===== config.mk =====
export PLATFORM = sky130hd
export DESIGN_NAME = astx_uart
export DESIGN_NICKNAME = d
export VERILOG_FILES = /design/src/logic/astx_pkg.sv /design/src/logic/astx_uart.sv
export SDC_FILE = /design/constraint.sdc
export NUM_CORES = 1
export LEC_CHECK = 0
export ABC_AREA = 0
export BUFFER_PORTS_ARGS = -buffer_cell sky130_fd_sc_hd__buf_4
export CAP_MARGIN = 10
export CORE_AREA = 2 2 149 151
export CTS_CLUSTER_SIZE = 30
export DETAILED_ROUTE_END_ITERATION = 8
export DIE_AREA = 0 0 151 153
export PLACE_DENSITY_LB_ADDON = 0.1
export SETUP_SLACK_MARGIN = 0.05
export SLEW_MARGIN = 10
export SYNTH_ARGS = -nofsm -noshare
export SYNTH_HDL_FRONTEND = slang
export SYNTH_SLANG_ARGS = --single-unit

===== constraint.sdc =====
create_clock -name core_clk -period 12.6 [get_ports core_clk]
set_input_delay 0 -clock core_clk [delete_from_list [all_inputs] [get_ports core_clk]]
set_output_delay 0 -clock core_clk [all_outputs]
set_load 0.005 [all_outputs]

===== src/logic/astx_pkg.sv =====
// constants and register map of the serial transmitter/receiver
// Contract
// RULE1: word length 8 or 9 bits
// RULE2: start low, stop high, lsb first
// RULE3: idle is 10 or 11 high bits
// RULE4: ninth bit from/to control bits
// RULE5: break repeats, then one high bit
// RULE6: enabling transmitter sends idle preamble
// RULE7: re-enable mid-word queues preamble after word
// RULE8: software toggles enable only when empty
// RULE9: buffer empty cleared by status then write
// RULE10: write loads holding or shift register
// RULE11: done flag after stop bit
// RULE12: receiver enable starts start-bit search
// RULE13: received char sets receive full
// RULE14: full cleared by status then read
// RULE15: idle line sets idle flag
// RULE16: overrun keeps holding, sets flag
// RULE17: noise flagged with full
// RULE18: missing stop gives framing error
// RULE19: break reads as framing error, 00h
// RULE20: divide by 16, prescaler, power of two
// RULE21: no baud change while enabled
// RULE22: nonzero fine divider divides further
// RULE23: start, data lsb first, one stop
// RULE24: idle line high, pin released disabled
// RULE25: sixteen-fold sampling, majority of three
// RULE26: start bit confirmed at centre
`default_nettype none
package astx_pkg;
  localparam logic [7:0] ADDR_FLAG = 8'h00;
  localparam logic [7:0] ADDR_DATA = 8'h04;
  localparam logic [7:0] ADDR_BAUD = 8'h08;
  localparam logic [7:0] ADDR_CTRL1 = 8'h0c;
  localparam logic [7:0] ADDR_CTRL2 = 8'h10;
  localparam logic [7:0] ADDR_TXFINE = 8'h14;
  localparam logic [7:0] ADDR_RXFINE = 8'h18;
  // flag register bits
  localparam int F_TXE = 7;
  localparam int F_TXDONE = 6;
  localparam int F_RXFULL = 5;
  localparam int F_IDLE = 4;
  localparam int F_OVR = 3;
  localparam int F_NOISE = 2;
  localparam int F_FRAME = 1;
  localparam logic [7:0] FLAG_RESET = 8'hc0;
  // ctrl one bits
  localparam int C1_RX9 = 7;
  localparam int C1_TX9 = 6;
  localparam int C1_WORD9 = 4;
  // ctrl two bits
  localparam int C2_TXEIE = 7;
  localparam int C2_TXDIE = 6;
  localparam int C2_RXIE = 5;
  localparam int C2_IDLEIE = 4;
  localparam int C2_TXON = 3;
  localparam int C2_RXON = 2;
  localparam int C2_BRK = 0;
  // baud fields
  localparam int B_COMMON_LO = 6;
  localparam int B_TX_LO = 3;
  localparam int B_RX_LO = 0;
  localparam int OVERSAMPLE = 16;
  localparam int BITS8_FRAME = 10;
  localparam int BITS9_FRAME = 11;
  localparam logic [7:0] BREAK_DATA = 8'h00;
endpackage
`default_nettype wire


===== src/logic/astx_uart.sv =====
// serial transmitter/receiver with ahb-lite register slave
`timescale 1ns/1ps
`default_nettype none
module astx_uart
(
  input wire logic core_clk,
  input wire logic reset,
  input wire logic clkEn,
  input wire logic hsel,
  input wire logic [31:0] haddr,
  input wire logic [1:0] htrans,
  input wire logic hwrite,
  input wire logic [2:0] hsize,
  input wire logic [31:0] hwdata,
  input wire logic hready,
  output logic [31:0] hrdata,
  output logic hreadyout,
  output logic hresp,
  input wire logic serial_in_pin,
  output logic txOut,
  output logic txOutEn,
  output logic irqReq
);
  typedef enum logic [1:0] {TX_IDLE = 2'b00, TX_PRE = 2'b01, TX_SHIFT = 2'b10, TX_MARK = 2'b11} astx_tx_t;
  typedef enum logic [1:0] {RX_HUNT = 2'b00, RX_START = 2'b01, RX_DATA = 2'b10, RX_STOP = 2'b11} astx_rx_t;
  typedef struct packed {
    logic aPend; logic aWr; logic [7:0] aAddr;
    logic [31:0] rdata;
    logic statSeen;
    logic [7:0] flags; logic [7:0] ctrl1; logic [7:0] ctrl2; logic [7:0] baud;
    logic [7:0] txFine; logic [7:0] rxFine;
    logic [8:0] txHold; logic [8:0] rxHold;
    logic txOnPrev;
    // transmitter
    astx_tx_t txSt; logic [10:0] txSh; logic [3:0] txCnt; logic [3:0] txSub; logic txLine;
    logic prePend; logic brk;
    logic [12:0] txDiv; logic [7:0] txFineCnt;
    // receiver
    astx_rx_t rxSt; logic [8:0] rxSh; logic [3:0] rxCnt; logic [3:0] rxSub;
    logic [2:0] samp; logic noisy; logic [3:0] idleCnt; logic idleArm;
    logic [12:0] rxDiv; logic [7:0] rxFineCnt;
    logic [1:0] pinSync;
  } astx_state_t;
  astx_state_t s_q, s_d;
  //////////////////////////////////////////////////////////////////////
  function automatic logic [12:0] divLimit(input logic [1:0] common, input logic [2:0] pw);
    logic [12:0] pr;
    begin
      pr = 13'd1;
      case (common)
        2'd0: pr = 13'd1;
        2'd1: pr = 13'd3;
        2'd2: pr = 13'd4;
        2'd3: pr = 13'd13;
        default: pr = 13'd1;
      endcase
      divLimit = 13'(pr << pw) - 13'd1;
    end
  endfunction
  function automatic logic major3(input logic [2:0] v);
    major3 = (v[0] & v[1]) | (v[0] & v[2]) | (v[1] & v[2]);
  endfunction
  //////////////////////////////////////////////////////////////////////
  logic txTick, rxTick, word9, acc, rdDataAcc, wrDataAcc;
  logic [3:0] frameLen;
  logic [8:0] wdat;
  logic rxBit, rxLine;
  always_comb
  begin
    s_d = s_q;
    word9 = s_q.ctrl1[astx_pkg::C1_WORD9];
    // RULE3: idle length per word size
    frameLen = word9 ? 4'(astx_pkg::BITS9_FRAME) : 4'(astx_pkg::BITS8_FRAME);
    acc = hsel & hready & htrans[1];
    rdDataAcc = s_q.aPend & ~s_q.aWr & (s_q.aAddr == astx_pkg::ADDR_DATA);
    wrDataAcc = s_q.aPend & s_q.aWr & (s_q.aAddr == astx_pkg::ADDR_DATA);
    // 8-bit words: top shift bit doubles as the stop bit
    wdat = {s_q.ctrl1[astx_pkg::C1_TX9] | ~word9, hwdata[7:0]};
    rxLine = s_q.pinSync[1];
    rxBit = major3(s_q.samp);
    txTick = 1'b0;
    rxTick = 1'b0;
    // bus address phase capture
    s_d.aPend = acc;
    s_d.aWr = hwrite;
    s_d.aAddr = haddr[7:0];
    if (acc & ~hwrite)
    begin
      case (haddr[7:0])
        astx_pkg::ADDR_FLAG: s_d.rdata = {24'h0, s_q.flags};
        astx_pkg::ADDR_DATA: s_d.rdata = {24'h0, s_q.rxHold[7:0]};
        astx_pkg::ADDR_BAUD: s_d.rdata = {24'h0, s_q.baud};
        astx_pkg::ADDR_CTRL1: s_d.rdata = {24'h0, s_q.rxHold[8], s_q.ctrl1[6:0]};
        astx_pkg::ADDR_CTRL2: s_d.rdata = {24'h0, s_q.ctrl2};
        astx_pkg::ADDR_TXFINE: s_d.rdata = {24'h0, s_q.txFine};
        astx_pkg::ADDR_RXFINE: s_d.rdata = {24'h0, s_q.rxFine};
        default: s_d.rdata = 32'h0;
      endcase
    end
    if (acc & (haddr[7:0] == astx_pkg::ADDR_FLAG))
    begin
      s_d.statSeen = 1'b1;
    end
    // RULE21: baud fields written only by software
    if (s_q.aPend & s_q.aWr)
    begin
      case (s_q.aAddr)
        astx_pkg::ADDR_BAUD: s_d.baud = hwdata[7:0];
        astx_pkg::ADDR_CTRL1: s_d.ctrl1 = {s_q.ctrl1[7], hwdata[6:0]};
        astx_pkg::ADDR_CTRL2: s_d.ctrl2 = hwdata[7:0];
        astx_pkg::ADDR_TXFINE: s_d.txFine = hwdata[7:0];
        astx_pkg::ADDR_RXFINE: s_d.rxFine = hwdata[7:0];
        default: s_d.statSeen = s_q.statSeen;
      endcase
    end
    // flag clears by status then data access (event set below wins)
    // RULE9: status then write clears empty/done
    if (wrDataAcc & s_q.statSeen)
    begin
      s_d.flags[astx_pkg::F_TXE] = 1'b0;
      s_d.flags[astx_pkg::F_TXDONE] = 1'b0;
      s_d.statSeen = 1'b0;
    end
    // RULE14: status then read clears receive flags
    if (rdDataAcc & s_q.statSeen)
    begin
      s_d.flags[5:1] = 5'h0;
      s_d.statSeen = 1'b0;
    end
    //////////////////////////////////////////////////////////////////
    // RULE20: divide by 16, prescaler and power of two
    s_d.txDiv = s_q.txDiv + 13'd1;
    if (s_q.txDiv >= divLimit(s_q.baud[7:6], s_q.baud[5:3]))
    begin
      s_d.txDiv = 13'h0;
      // RULE22: fine divider when nonzero
      if (s_q.txFine == 8'h00 || s_q.txFineCnt >= s_q.txFine - 8'd1)
      begin
        s_d.txFineCnt = 8'h0;
        txTick = 1'b1;
      end
      else
      begin
        s_d.txFineCnt = s_q.txFineCnt + 8'd1;
      end
    end
    s_d.rxDiv = s_q.rxDiv + 13'd1;
    if (s_q.rxDiv >= divLimit(s_q.baud[7:6], s_q.baud[2:0]))
    begin
      s_d.rxDiv = 13'h0;
      if (s_q.rxFine == 8'h00 || s_q.rxFineCnt >= s_q.rxFine - 8'd1)
      begin
        s_d.rxFineCnt = 8'h0;
        rxTick = 1'b1;
      end
      else
      begin
        s_d.rxFineCnt = s_q.rxFineCnt + 8'd1;
      end
    end
    //////////////////////////////////////////////////////////////////
    // transmitter
    s_d.txOnPrev = s_q.ctrl2[astx_pkg::C2_TXON];
    // RULE6: rising enable queues preamble
    if (s_q.ctrl2[astx_pkg::C2_TXON] & ~s_q.txOnPrev)
    begin
      s_d.prePend = 1'b1;
      // RULE8: enabling (rising edge only) drops held data
      s_d.flags[astx_pkg::F_TXE] = 1'b1;
    end
    if (txTick)
    begin
      s_d.txSub = s_q.txSub + 4'd1;
      if (s_q.txSub == 4'(astx_pkg::OVERSAMPLE - 1))
      begin
        s_d.txCnt = s_q.txCnt + 4'd1;
        case (s_q.txSt)
          TX_PRE:
          begin
            s_d.txLine = 1'b1;
            if (s_q.txCnt == frameLen - 4'd1)
            begin
              s_d.txSt = TX_IDLE;
            end
          end
          TX_SHIFT:
          begin
            // RULE2: lsb first then stop high
            s_d.txLine = s_q.txSh[0];
            s_d.txSh = {1'b1, s_q.txSh[10:1]};
            // RULE1: word length selects count
            // RULE23: start, data, one stop
            if (s_q.txCnt == frameLen - 4'd1)
            begin
              s_d.txSt = TX_IDLE;
              s_d.txLine = 1'b1;
              if (!s_q.brk)
              begin
                // RULE11: done after stop bit
                s_d.flags[astx_pkg::F_TXDONE] = 1'b1;
              end
            end
          end
          TX_MARK:
          begin
            s_d.txLine = 1'b1;
            s_d.txSt = TX_IDLE;
          end
          default: s_d.txSt = TX_IDLE;
        endcase
      end
      if (s_q.txSub == 4'(astx_pkg::OVERSAMPLE - 1) && s_d.txSt == TX_IDLE)
      begin
        s_d.txCnt = 4'h0;
        if (!s_q.ctrl2[astx_pkg::C2_TXON])
        begin
          s_d.prePend = 1'b0;
        end
        else if (s_q.ctrl2[astx_pkg::C2_BRK])
        begin
          // RULE5: keep sending breaks
          s_d.brk = 1'b1;
          s_d.txSt = TX_SHIFT;
          s_d.txSh = 11'h0;
          s_d.txLine = 1'b0;
        end
        else if (s_q.brk)
        begin
          // RULE5: one high bit after break
          s_d.brk = 1'b0;
          s_d.txSt = TX_MARK;
          s_d.txLine = 1'b1;
        end
        else if (s_q.prePend)
        begin
          // RULE7: preamble after current word
          s_d.prePend = 1'b0;
          s_d.txSt = TX_PRE;
          s_d.txLine = 1'b1;
        end
        else if (!s_q.flags[astx_pkg::F_TXE])
        begin
          // RULE4: ninth bit carried in holding
          s_d.txSh = {2'b11, s_q.txHold};
          s_d.txSt = TX_SHIFT;
          s_d.txLine = 1'b0;
          s_d.flags[astx_pkg::F_TXE] = 1'b1;
        end
      end
    end
    // RULE10: write to holding or shift register
    // after the tick logic so a direct start keeps a full start bit
    if (wrDataAcc)
    begin
      if (s_q.txSt == TX_IDLE && s_d.txSt == TX_IDLE && !s_q.prePend && s_q.ctrl2[astx_pkg::C2_TXON])
      begin
        s_d.txSh = {2'b11, wdat};
        s_d.txSt = TX_SHIFT;
        s_d.txLine = 1'b0;
        s_d.txCnt = 4'h0;
        s_d.txSub = 4'h0;
        s_d.flags[astx_pkg::F_TXE] = 1'b1;
      end
      else
      begin
        s_d.txHold = wdat;
      end
    end
    if (!s_q.ctrl2[astx_pkg::C2_TXON] && s_q.txSt == TX_PRE)
    begin
      s_d.txSt = TX_IDLE;
    end
    //////////////////////////////////////////////////////////////////
    // receiver
    s_d.pinSync = {s_q.pinSync[0], serial_in_pin};
    if (!s_q.ctrl2[astx_pkg::C2_RXON])
    begin
      s_d.rxSt = RX_HUNT;
      s_d.idleCnt = 4'h0;
      s_d.idleArm = 1'b0;
    end
    else if (rxTick)
    begin
      s_d.rxSub = s_q.rxSub + 4'd1;
      // RULE25: three centre samples
      if (s_q.rxSub >= 4'd7 && s_q.rxSub <= 4'd9)
      begin
        s_d.samp = {s_q.samp[1:0], rxLine};
      end
      case (s_q.rxSt)
        RX_HUNT:
        begin
          s_d.rxSub = 4'h0;
          // RULE12: search for start
          if (!rxLine)
          begin
            s_d.rxSt = RX_START;
            s_d.rxSub = 4'd1;
            s_d.noisy = 1'b0;
          end
          else if (s_q.rxSub == 4'h0)
          begin
            s_d.rxSub = 4'h0;
          end
        end
        RX_START:
        begin
          if (s_q.rxSub == 4'd15)
          begin
            // RULE26: confirm start at centre
            if (rxBit)
            begin
              s_d.rxSt = RX_HUNT;
            end
            else
            begin
              s_d.rxSt = RX_DATA;
              s_d.rxCnt = 4'h0;
              s_d.noisy = s_q.samp != 3'b000;
            end
          end
        end
        RX_DATA:
        begin
          if (s_q.rxSub == 4'd15)
          begin
            s_d.rxSh = word9 ? {rxBit, s_q.rxSh[8:1]} : {1'b0, rxBit, s_q.rxSh[7:1]};
            // RULE25: disagreeing samples are noise
            s_d.noisy = s_q.noisy | (s_q.samp != 3'b000 && s_q.samp != 3'b111);
            s_d.rxCnt = s_q.rxCnt + 4'd1;
            if (s_q.rxCnt == frameLen - 4'd3)
            begin
              s_d.rxSt = RX_STOP;
            end
          end
        end
        RX_STOP:
        begin
          if (s_q.rxSub == 4'd9)
          begin
            s_d.rxSt = RX_HUNT;
            s_d.rxSub = 4'h0;
            s_d.idleCnt = 4'h0;
            s_d.idleArm = 1'b1;
            if (s_q.flags[astx_pkg::F_RXFULL] && !(rdDataAcc & s_q.statSeen))
            begin
              // RULE16: overrun keeps holding
              s_d.flags[astx_pkg::F_OVR] = 1'b1;
            end
            else
            begin
              // RULE13: move to holding, set full
              s_d.rxHold = s_q.rxSh;
              s_d.flags[astx_pkg::F_RXFULL] = 1'b1;
              // RULE17: noise flagged with full
              s_d.flags[astx_pkg::F_NOISE] = s_q.noisy | (s_d.samp != 3'b000 && s_d.samp != 3'b111);
              // RULE18: missing stop is framing error
              // RULE19: break gives data 00h
              s_d.flags[astx_pkg::F_FRAME] = ~major3(s_d.samp);
              // RULE4: ninth bit to control
              s_d.ctrl1[astx_pkg::C1_RX9] = s_q.rxSh[8];
            end
          end
        end
        default: s_d.rxSt = RX_HUNT;
      endcase
      // RULE15: idle line after full frame of highs
      if (s_q.rxSt == RX_HUNT && s_q.idleArm)
      begin
        if (!rxLine)
        begin
          s_d.idleCnt = 4'h0;
        end
        else if (s_q.rxSub == 4'd15)
        begin
          s_d.idleCnt = s_q.idleCnt + 4'd1;
          if (s_q.idleCnt == frameLen - 4'd1)
          begin
            s_d.idleArm = 1'b0;
            s_d.flags[astx_pkg::F_IDLE] = 1'b1;
          end
        end
        if (rxLine)
        begin
          s_d.rxSub = s_q.rxSub + 4'd1;
        end
      end
    end
  end
  //////////////////////////////////////////////////////////////////////
  always_ff @(posedge core_clk or posedge reset)
  begin
    if (reset)
    begin
      s_q <= '0;
      s_q.flags <= astx_pkg::FLAG_RESET;
      s_q.txLine <= 1'b1;
      s_q.pinSync <= 2'b11;
      s_q.samp <= 3'b111;
    end
    else if (clkEn)
    begin
      s_q <= s_d;
    end
  end
  //////////////////////////////////////////////////////////////////////
  assign hrdata = s_q.rdata;
  assign hreadyout = 1'b1;
  assign hresp = 1'b0;
  // RULE24: high at rest, released when off
  assign txOut = s_q.txLine;
  assign txOutEn = s_q.ctrl2[astx_pkg::C2_TXON];
  assign irqReq = (s_q.flags[astx_pkg::F_TXE] & s_q.ctrl2[astx_pkg::C2_TXEIE])
    | (s_q.flags[astx_pkg::F_TXDONE] & s_q.ctrl2[astx_pkg::C2_TXDIE])
    | ((s_q.flags[astx_pkg::F_RXFULL] | s_q.flags[astx_pkg::F_OVR]) & s_q.ctrl2[astx_pkg::C2_RXIE])
    | (s_q.flags[astx_pkg::F_IDLE] & s_q.ctrl2[astx_pkg::C2_IDLEIE]);
endmodule // astx_uart
`default_nettype wire


After elaboration in Yosys (flattened, before gate mapping):

Cells that the tools add are included.

* memory bits (read-only): 0
* memories kept: 0
* word-level logic and storage cells: 296
* register bits: 204
* bits in writable memories: 0
* bits in latches: 0

* equal/unequal tests: 40
* muxes and demuxes: 112
* shift-type cells: 2
* bitwise gates (word level): 39
* reduce and logical (&&, ||, !) cells: 48
* add/subtract/negate cells: 15
* magnitude comparators: 6
* divide/modulo/power cells: 0
* $mul: 0

Operators by type and width (count)
* 8-bit one-hot mux with 7 select lines: 1
* 13-bit one-hot mux with 4 select lines: 1
* 1-bit two-way mux: 51
* 17-bit two-way mux: 3
* 8-bit by 5-bit equality test with 1-bit output (second input constant): 6
* 22-bit two-way mux: 2
* 21-bit two-way mux: 2
* 5-bit two-way mux: 8
* 13-bit two-way mux: 3
* 11-bit two-way mux: 3
* 8-bit by 4-bit equality test with 1-bit output (second input constant): 4
* 28-bit two-way mux: 1
* 13-bit by 1-bit adder with 13-bit output (second input constant): 2
* 13-bit greater-or-equal comparator: 2
* 2-bit two-way mux: 13
* 13-bit by 3-bit left shift with 13-bit output: 2
* 13-bit by 1-bit subtractor with 13-bit output (second input constant): 2
* 8-bit zero test: 3
* 24-bit two-way mux: 1
* 4-bit two-way mux: 6
* 1-bit bitwise AND: 21
* 3-bit two-way mux: 7
* 3-bit != test (second input constant): 7
* 3-bit AND reduction: 7
* other kinds (39): 104

Depth between registers and ports, before layout:

* word-level depth: 21
* gate-level depth with buffers: 23
* mapped depth without buffers: 18

Least setup slack after synthesis:

Ideal clock, no wire load.

* kind: register to register
* start: register s_q[138] (netlist bit)
* end: register s_q[106] (netlist bit)
* buffers on the path: 5
* stages on the path, launching flop included: 22
* data arrival time: 4.179 ns
* period minus slack after synthesis: 4.306 ns
* required time: 12.472 ns
* path slack: 8.294 ns
* path through: dfrtp_1 -> clkbuf_1 -> nor2b_1 -> clkbuf_1 -> or4_1 -> ha_1 -> clkbuf_1 -> nor3_1 -> a21o_1 -> a22oi_1 -> o22ai_1 -> a21oi_1 -> ha_1 -> a21oi_1 -> o21ai_0 -> a21oi_1 -> o31a_1 -> buf_2 -> nor2_4 -> o211a_1 -> buf_4 -> mux2_1

* word-level cells in the longest chain between the ends: 13
* elaborated cells on any way between the ends: 16

Ends and longest elaborated chain
* start, declared: line astx_uart.sv:44 `astx_state_t s_q, s_d;`
* 2-bit equality test, or another cell as far along: line astx_uart.sv:50 `case (common)`
* 13-bit one-hot mux with 4 select lines (*): line astx_uart.sv:50
* 13-bit by 3-bit left shift with 13-bit output (*): line astx_uart.sv:57 `divLimit = 13'(pr << pw) - 13'd1;`
* 13-bit by 1-bit subtractor with 13-bit output (*): line astx_uart.sv:57
* 13-bit greater-or-equal comparator (*): line astx_uart.sv:133 `if (s_q.txDiv >= divLimit(s_q.baud[7:6], s_q.baud[5:3]))`
* 1-bit two-way mux (*): line astx_uart.sv:133
* 24-bit two-way mux (*): line astx_uart.sv:171 `if (txTick)`
* 2-bit zero test (*): line astx_uart.sv:255 `if (s_q.txSt == TX_IDLE && s_d.txSt == TX_IDLE && !s_q.prePend && s_q.ctrl2[astx_pkg::C2_TXON])`
* 1-bit logical AND (*) (3 in a row): line astx_uart.sv:255
* 1-bit NOT (no source line) (*)
* 3-bit AND reduction (no source line) (*)

Every way passes the cells marked *; elsewhere a longest branch is shown, timed or not. The select of a mux whose other input is x is not followed.
A chain may end at the register's enable or synchronous reset.

Worst setup path in the final report:

* start: register s_q[138] (netlist bit)
* end: register s_q[91] (netlist bit)

* word-level cells in the longest chain between the ends: 13
* elaborated cells on any way between the ends: 16

Ends and longest elaborated chain
* 2-bit equality test, or another cell as far along: line astx_uart.sv:50
* 13-bit one-hot mux with 4 select lines (*): line astx_uart.sv:50
* 13-bit by 3-bit left shift with 13-bit output (*): line astx_uart.sv:57
* 13-bit by 1-bit subtractor with 13-bit output (*): line astx_uart.sv:57
* 13-bit greater-or-equal comparator (*): line astx_uart.sv:133
* 1-bit two-way mux (*): line astx_uart.sv:133
* 24-bit two-way mux (*): line astx_uart.sv:171
* 2-bit zero test: line astx_uart.sv:255
* 1-bit logical AND (3 in a row): line astx_uart.sv:255
* 22-bit two-way mux: line astx_uart.sv:255
* 22-bit two-way mux (*): line astx_uart.sv:253 `if (wrDataAcc)`

Marked as above.

==> run metrics <==
cell family with most CP delay compound AO/OA/AOI/OAI gates; antenna violations before repair 0; critical path, cell by cell nor2b_1 > o21ai_0 > nand2_1 > ha_1 > nand2_1 > nor2_1 > a31oi_1 > o21ai_0 > a21oi_1 > ha_1 > nand4_1 > o31ai_4 > o2111ai_2 > a2111oi_0 > a221o_1; router iterations before antenna repair 5; Buf/Inv on CP 0; CTS Buf Count 17; Crit path arrival time slightly above 6000 ps; outcome finished clean; Total GRT Usage between 20 and 25%; sequential-to-total area share from yosys stat about two fifths; async set-reset flop share out of synthesis 100%; DRC violation count after routing 0; drt first-iter violations slightly below 700; pwr dens 125 nW/um2; top area cells in the synthesized netlist dfrtp_1 37%, ha_1 7.2%, mux2_2 6.8%, nand2_1 4.0%, o21ai_0 3.1%; top-area cell type share of the netlist area ~37%; CTS tree yes; DR vias/cell ~6; post-synthesis compound-gate area fraction a little under a fifth; Skew-Pair Late Insertion Delay ~440 ps; Synth Area in XOR/XNOR 2.94%; number of synthesized flops with an enable pin 0; largest net degree at the start of global routing 65; Final ANT Viol Nets 0; worst slew pin tran 1080 ps; die width 151 um; Vias between 9000 and 10000; kind of end point of the critical path flop; core footprint 21500 um2; crit-path max FO 27; synthesized area per cell roughly 9.6 um2; Synth area leader dfrtp_1; # diodes 0; post-synth cell types between 80 and 90; maximum vdd ir drop approximately 0.094 mV; Clock Tree Root clkbuf_16; Fill cells roughly 1900; first-pass GRT wire length 45.4 mm; post-detail-place hpwl slightly below 20 mm; RSZ-0062 raised after global routing false; Post-synth top cells 172 x dfrtp_1, 124 x nand2_1, 94 x nor2_1; largest family of logic cells by synthesized area compound AO/OA/AOI/OAI gates; Die ar. 23100 um2; CP peak stage delay between 900 and 1000 ps; LEAKAGE roughly 5.8 nW; adder-cell share of the synthesized area 7.30%; Max Cap Viol 0; fin crit share 45.1%; WS Path Type flop to flop; utilization after layout slightly below 60%; Startpoint Class flop; Req. time, crit path 12980 ps; Reg clk slew, reported paths 80 ps; CTS Sinks 180; Final Max Tran Viols 0; total number of H-tree levels 4; share of post-route cells with drive strength above 1 ~15%; Avg WL per Cell about 18 um; fin crit period roughly 5700 ps; Yosys reg bits 180; count leader, synth dfrtp_1; final setup fails 0; Peak Freq ~180 MHz; Hold Crit Class input port to flop; Synth Flop Type dfrtp_1; Resized cells post-CTS 0; clk_skew approximately 14 ps; die span in y around 150 um; remaining global-route overflow 0; # IOs between 100 and 150; setup TNS 0 ps; area of the mapped netlist around 12000 um2; placer congestion estimate 0.904; Initial Util a little over half; final wirelength about 28 mm; Slew HR 27.6%; simple-gate area share of the yosys netlist 17.2%; nets 1372; clock tree buffer depth 2; Max stage delay cell, worst path dfrtp_1; Rows 54; Area Overhead vs Synth 8.68%; yosys warns 0; Hold Vio Cnt, Final 0; # port buffers 34; cells after synthesis roughly 1200; slack of the worst reg-to-reg path 6910 ps; mux cell area share after synthesis under 10%; vias in the first global route 8710
[sequential cells by signal, indices dropped and copies added, names as in the netlist]
| register | count |
|---|---|
| rxLine | 1 |
| txOutEn | 1 |
| hrdata | 8 |
| txOut | 1 |
| s_d | 1 |
| s_q | 168 |
[logic make-up after synthesis]
group,Yosys count
and+or+nand+nor,405
xor gates and xnor gates,39
buffers and inverters,132
other,2
adders and majority gates,68
DFF,180
muxes,101
AOI/OAI and AO/OA,290
[final timing paths]
check                           end  cells past startpoint      start
setup / recovery            s_q[91]                     15   s_q[138]
hold / removal             s_q[205]                      3  htrans[1]
setup reg to reg            s_q[91]                     15   s_q[138]
hold reg to reg            s_q[110]                      1   s_q[110]
max in group asynchronous  s_q[147]                      4      reset
min in group asynchronous  s_q[112]                      3      reset
[cell usage in the layout, fill, tap and decap left out, drive strengths merged, types with 22 or more instances in the layout]
cell type / Yosys / layout
nand3: 41 / 41
inv: 40 / 48
ha: 67 / 67
nand2: 124 / 124
nor2: 96 / 96
a21oi: 50 / 50
mux2: 79 / 79
mux2i: 22 / 22
buf: 55 / 41
conb: 2 / 28
o21ai: 77 / 77
dfrtp: 172 / 172
nor3: 29 / 29
[worst min-delay path: stages]
cell and delay, ps:
buf_4 110, nand4_1 190, o21ai_0 130
[report_power, final]
group          switching, W  internal (W)  leakage [nW]
clock              0.000254      0.000293         0.288
combinational      0.000224      0.000130          3.18
sequential        0.0000571      0.000623          2.36
total              0.000535       0.00105          5.82
[repair_timing]
action,4_1_cts,5_1_grt
buffers inserted,0,0
hold buffers,18,0
endpoints found under the hold margin,122,0
[layer usage]
metal	track usage, %	part of all wire [%]
met4	6.99	1.8
met1	35.9	47
met5	0	0
met2	38.4	47
met3	4.15	4.0
[cell type report]
type                       count  area, um2  share of cell area (%)
clock buffer                  20        457                    3.62
clock inverter                12        136                    1.08
inverter                      40        155                    1.23
multi-input combinational    931       6530                    51.7
sequential                   180       4510                    35.7
tap                          280        350                    2.77
timing repair buffer          59        488                    3.86
[metrics by stage]
stage,instances,power (W),hold slack (ps),worst slack [ps],instance area [um2]
global route,1522,0.00167,29.8,6420,12600
finish,1522,0.00158,30.3,6910,12600
global placement,1472,0.00103,78.4,7050,11900
CTS,1522,0.00159,12.6,6970,12600
detailed placement,1472,0.00104,82.7,7000,11900
floorplan,1243,0.000953,117,7730,11700
Power figures use the tool's default switching activity.
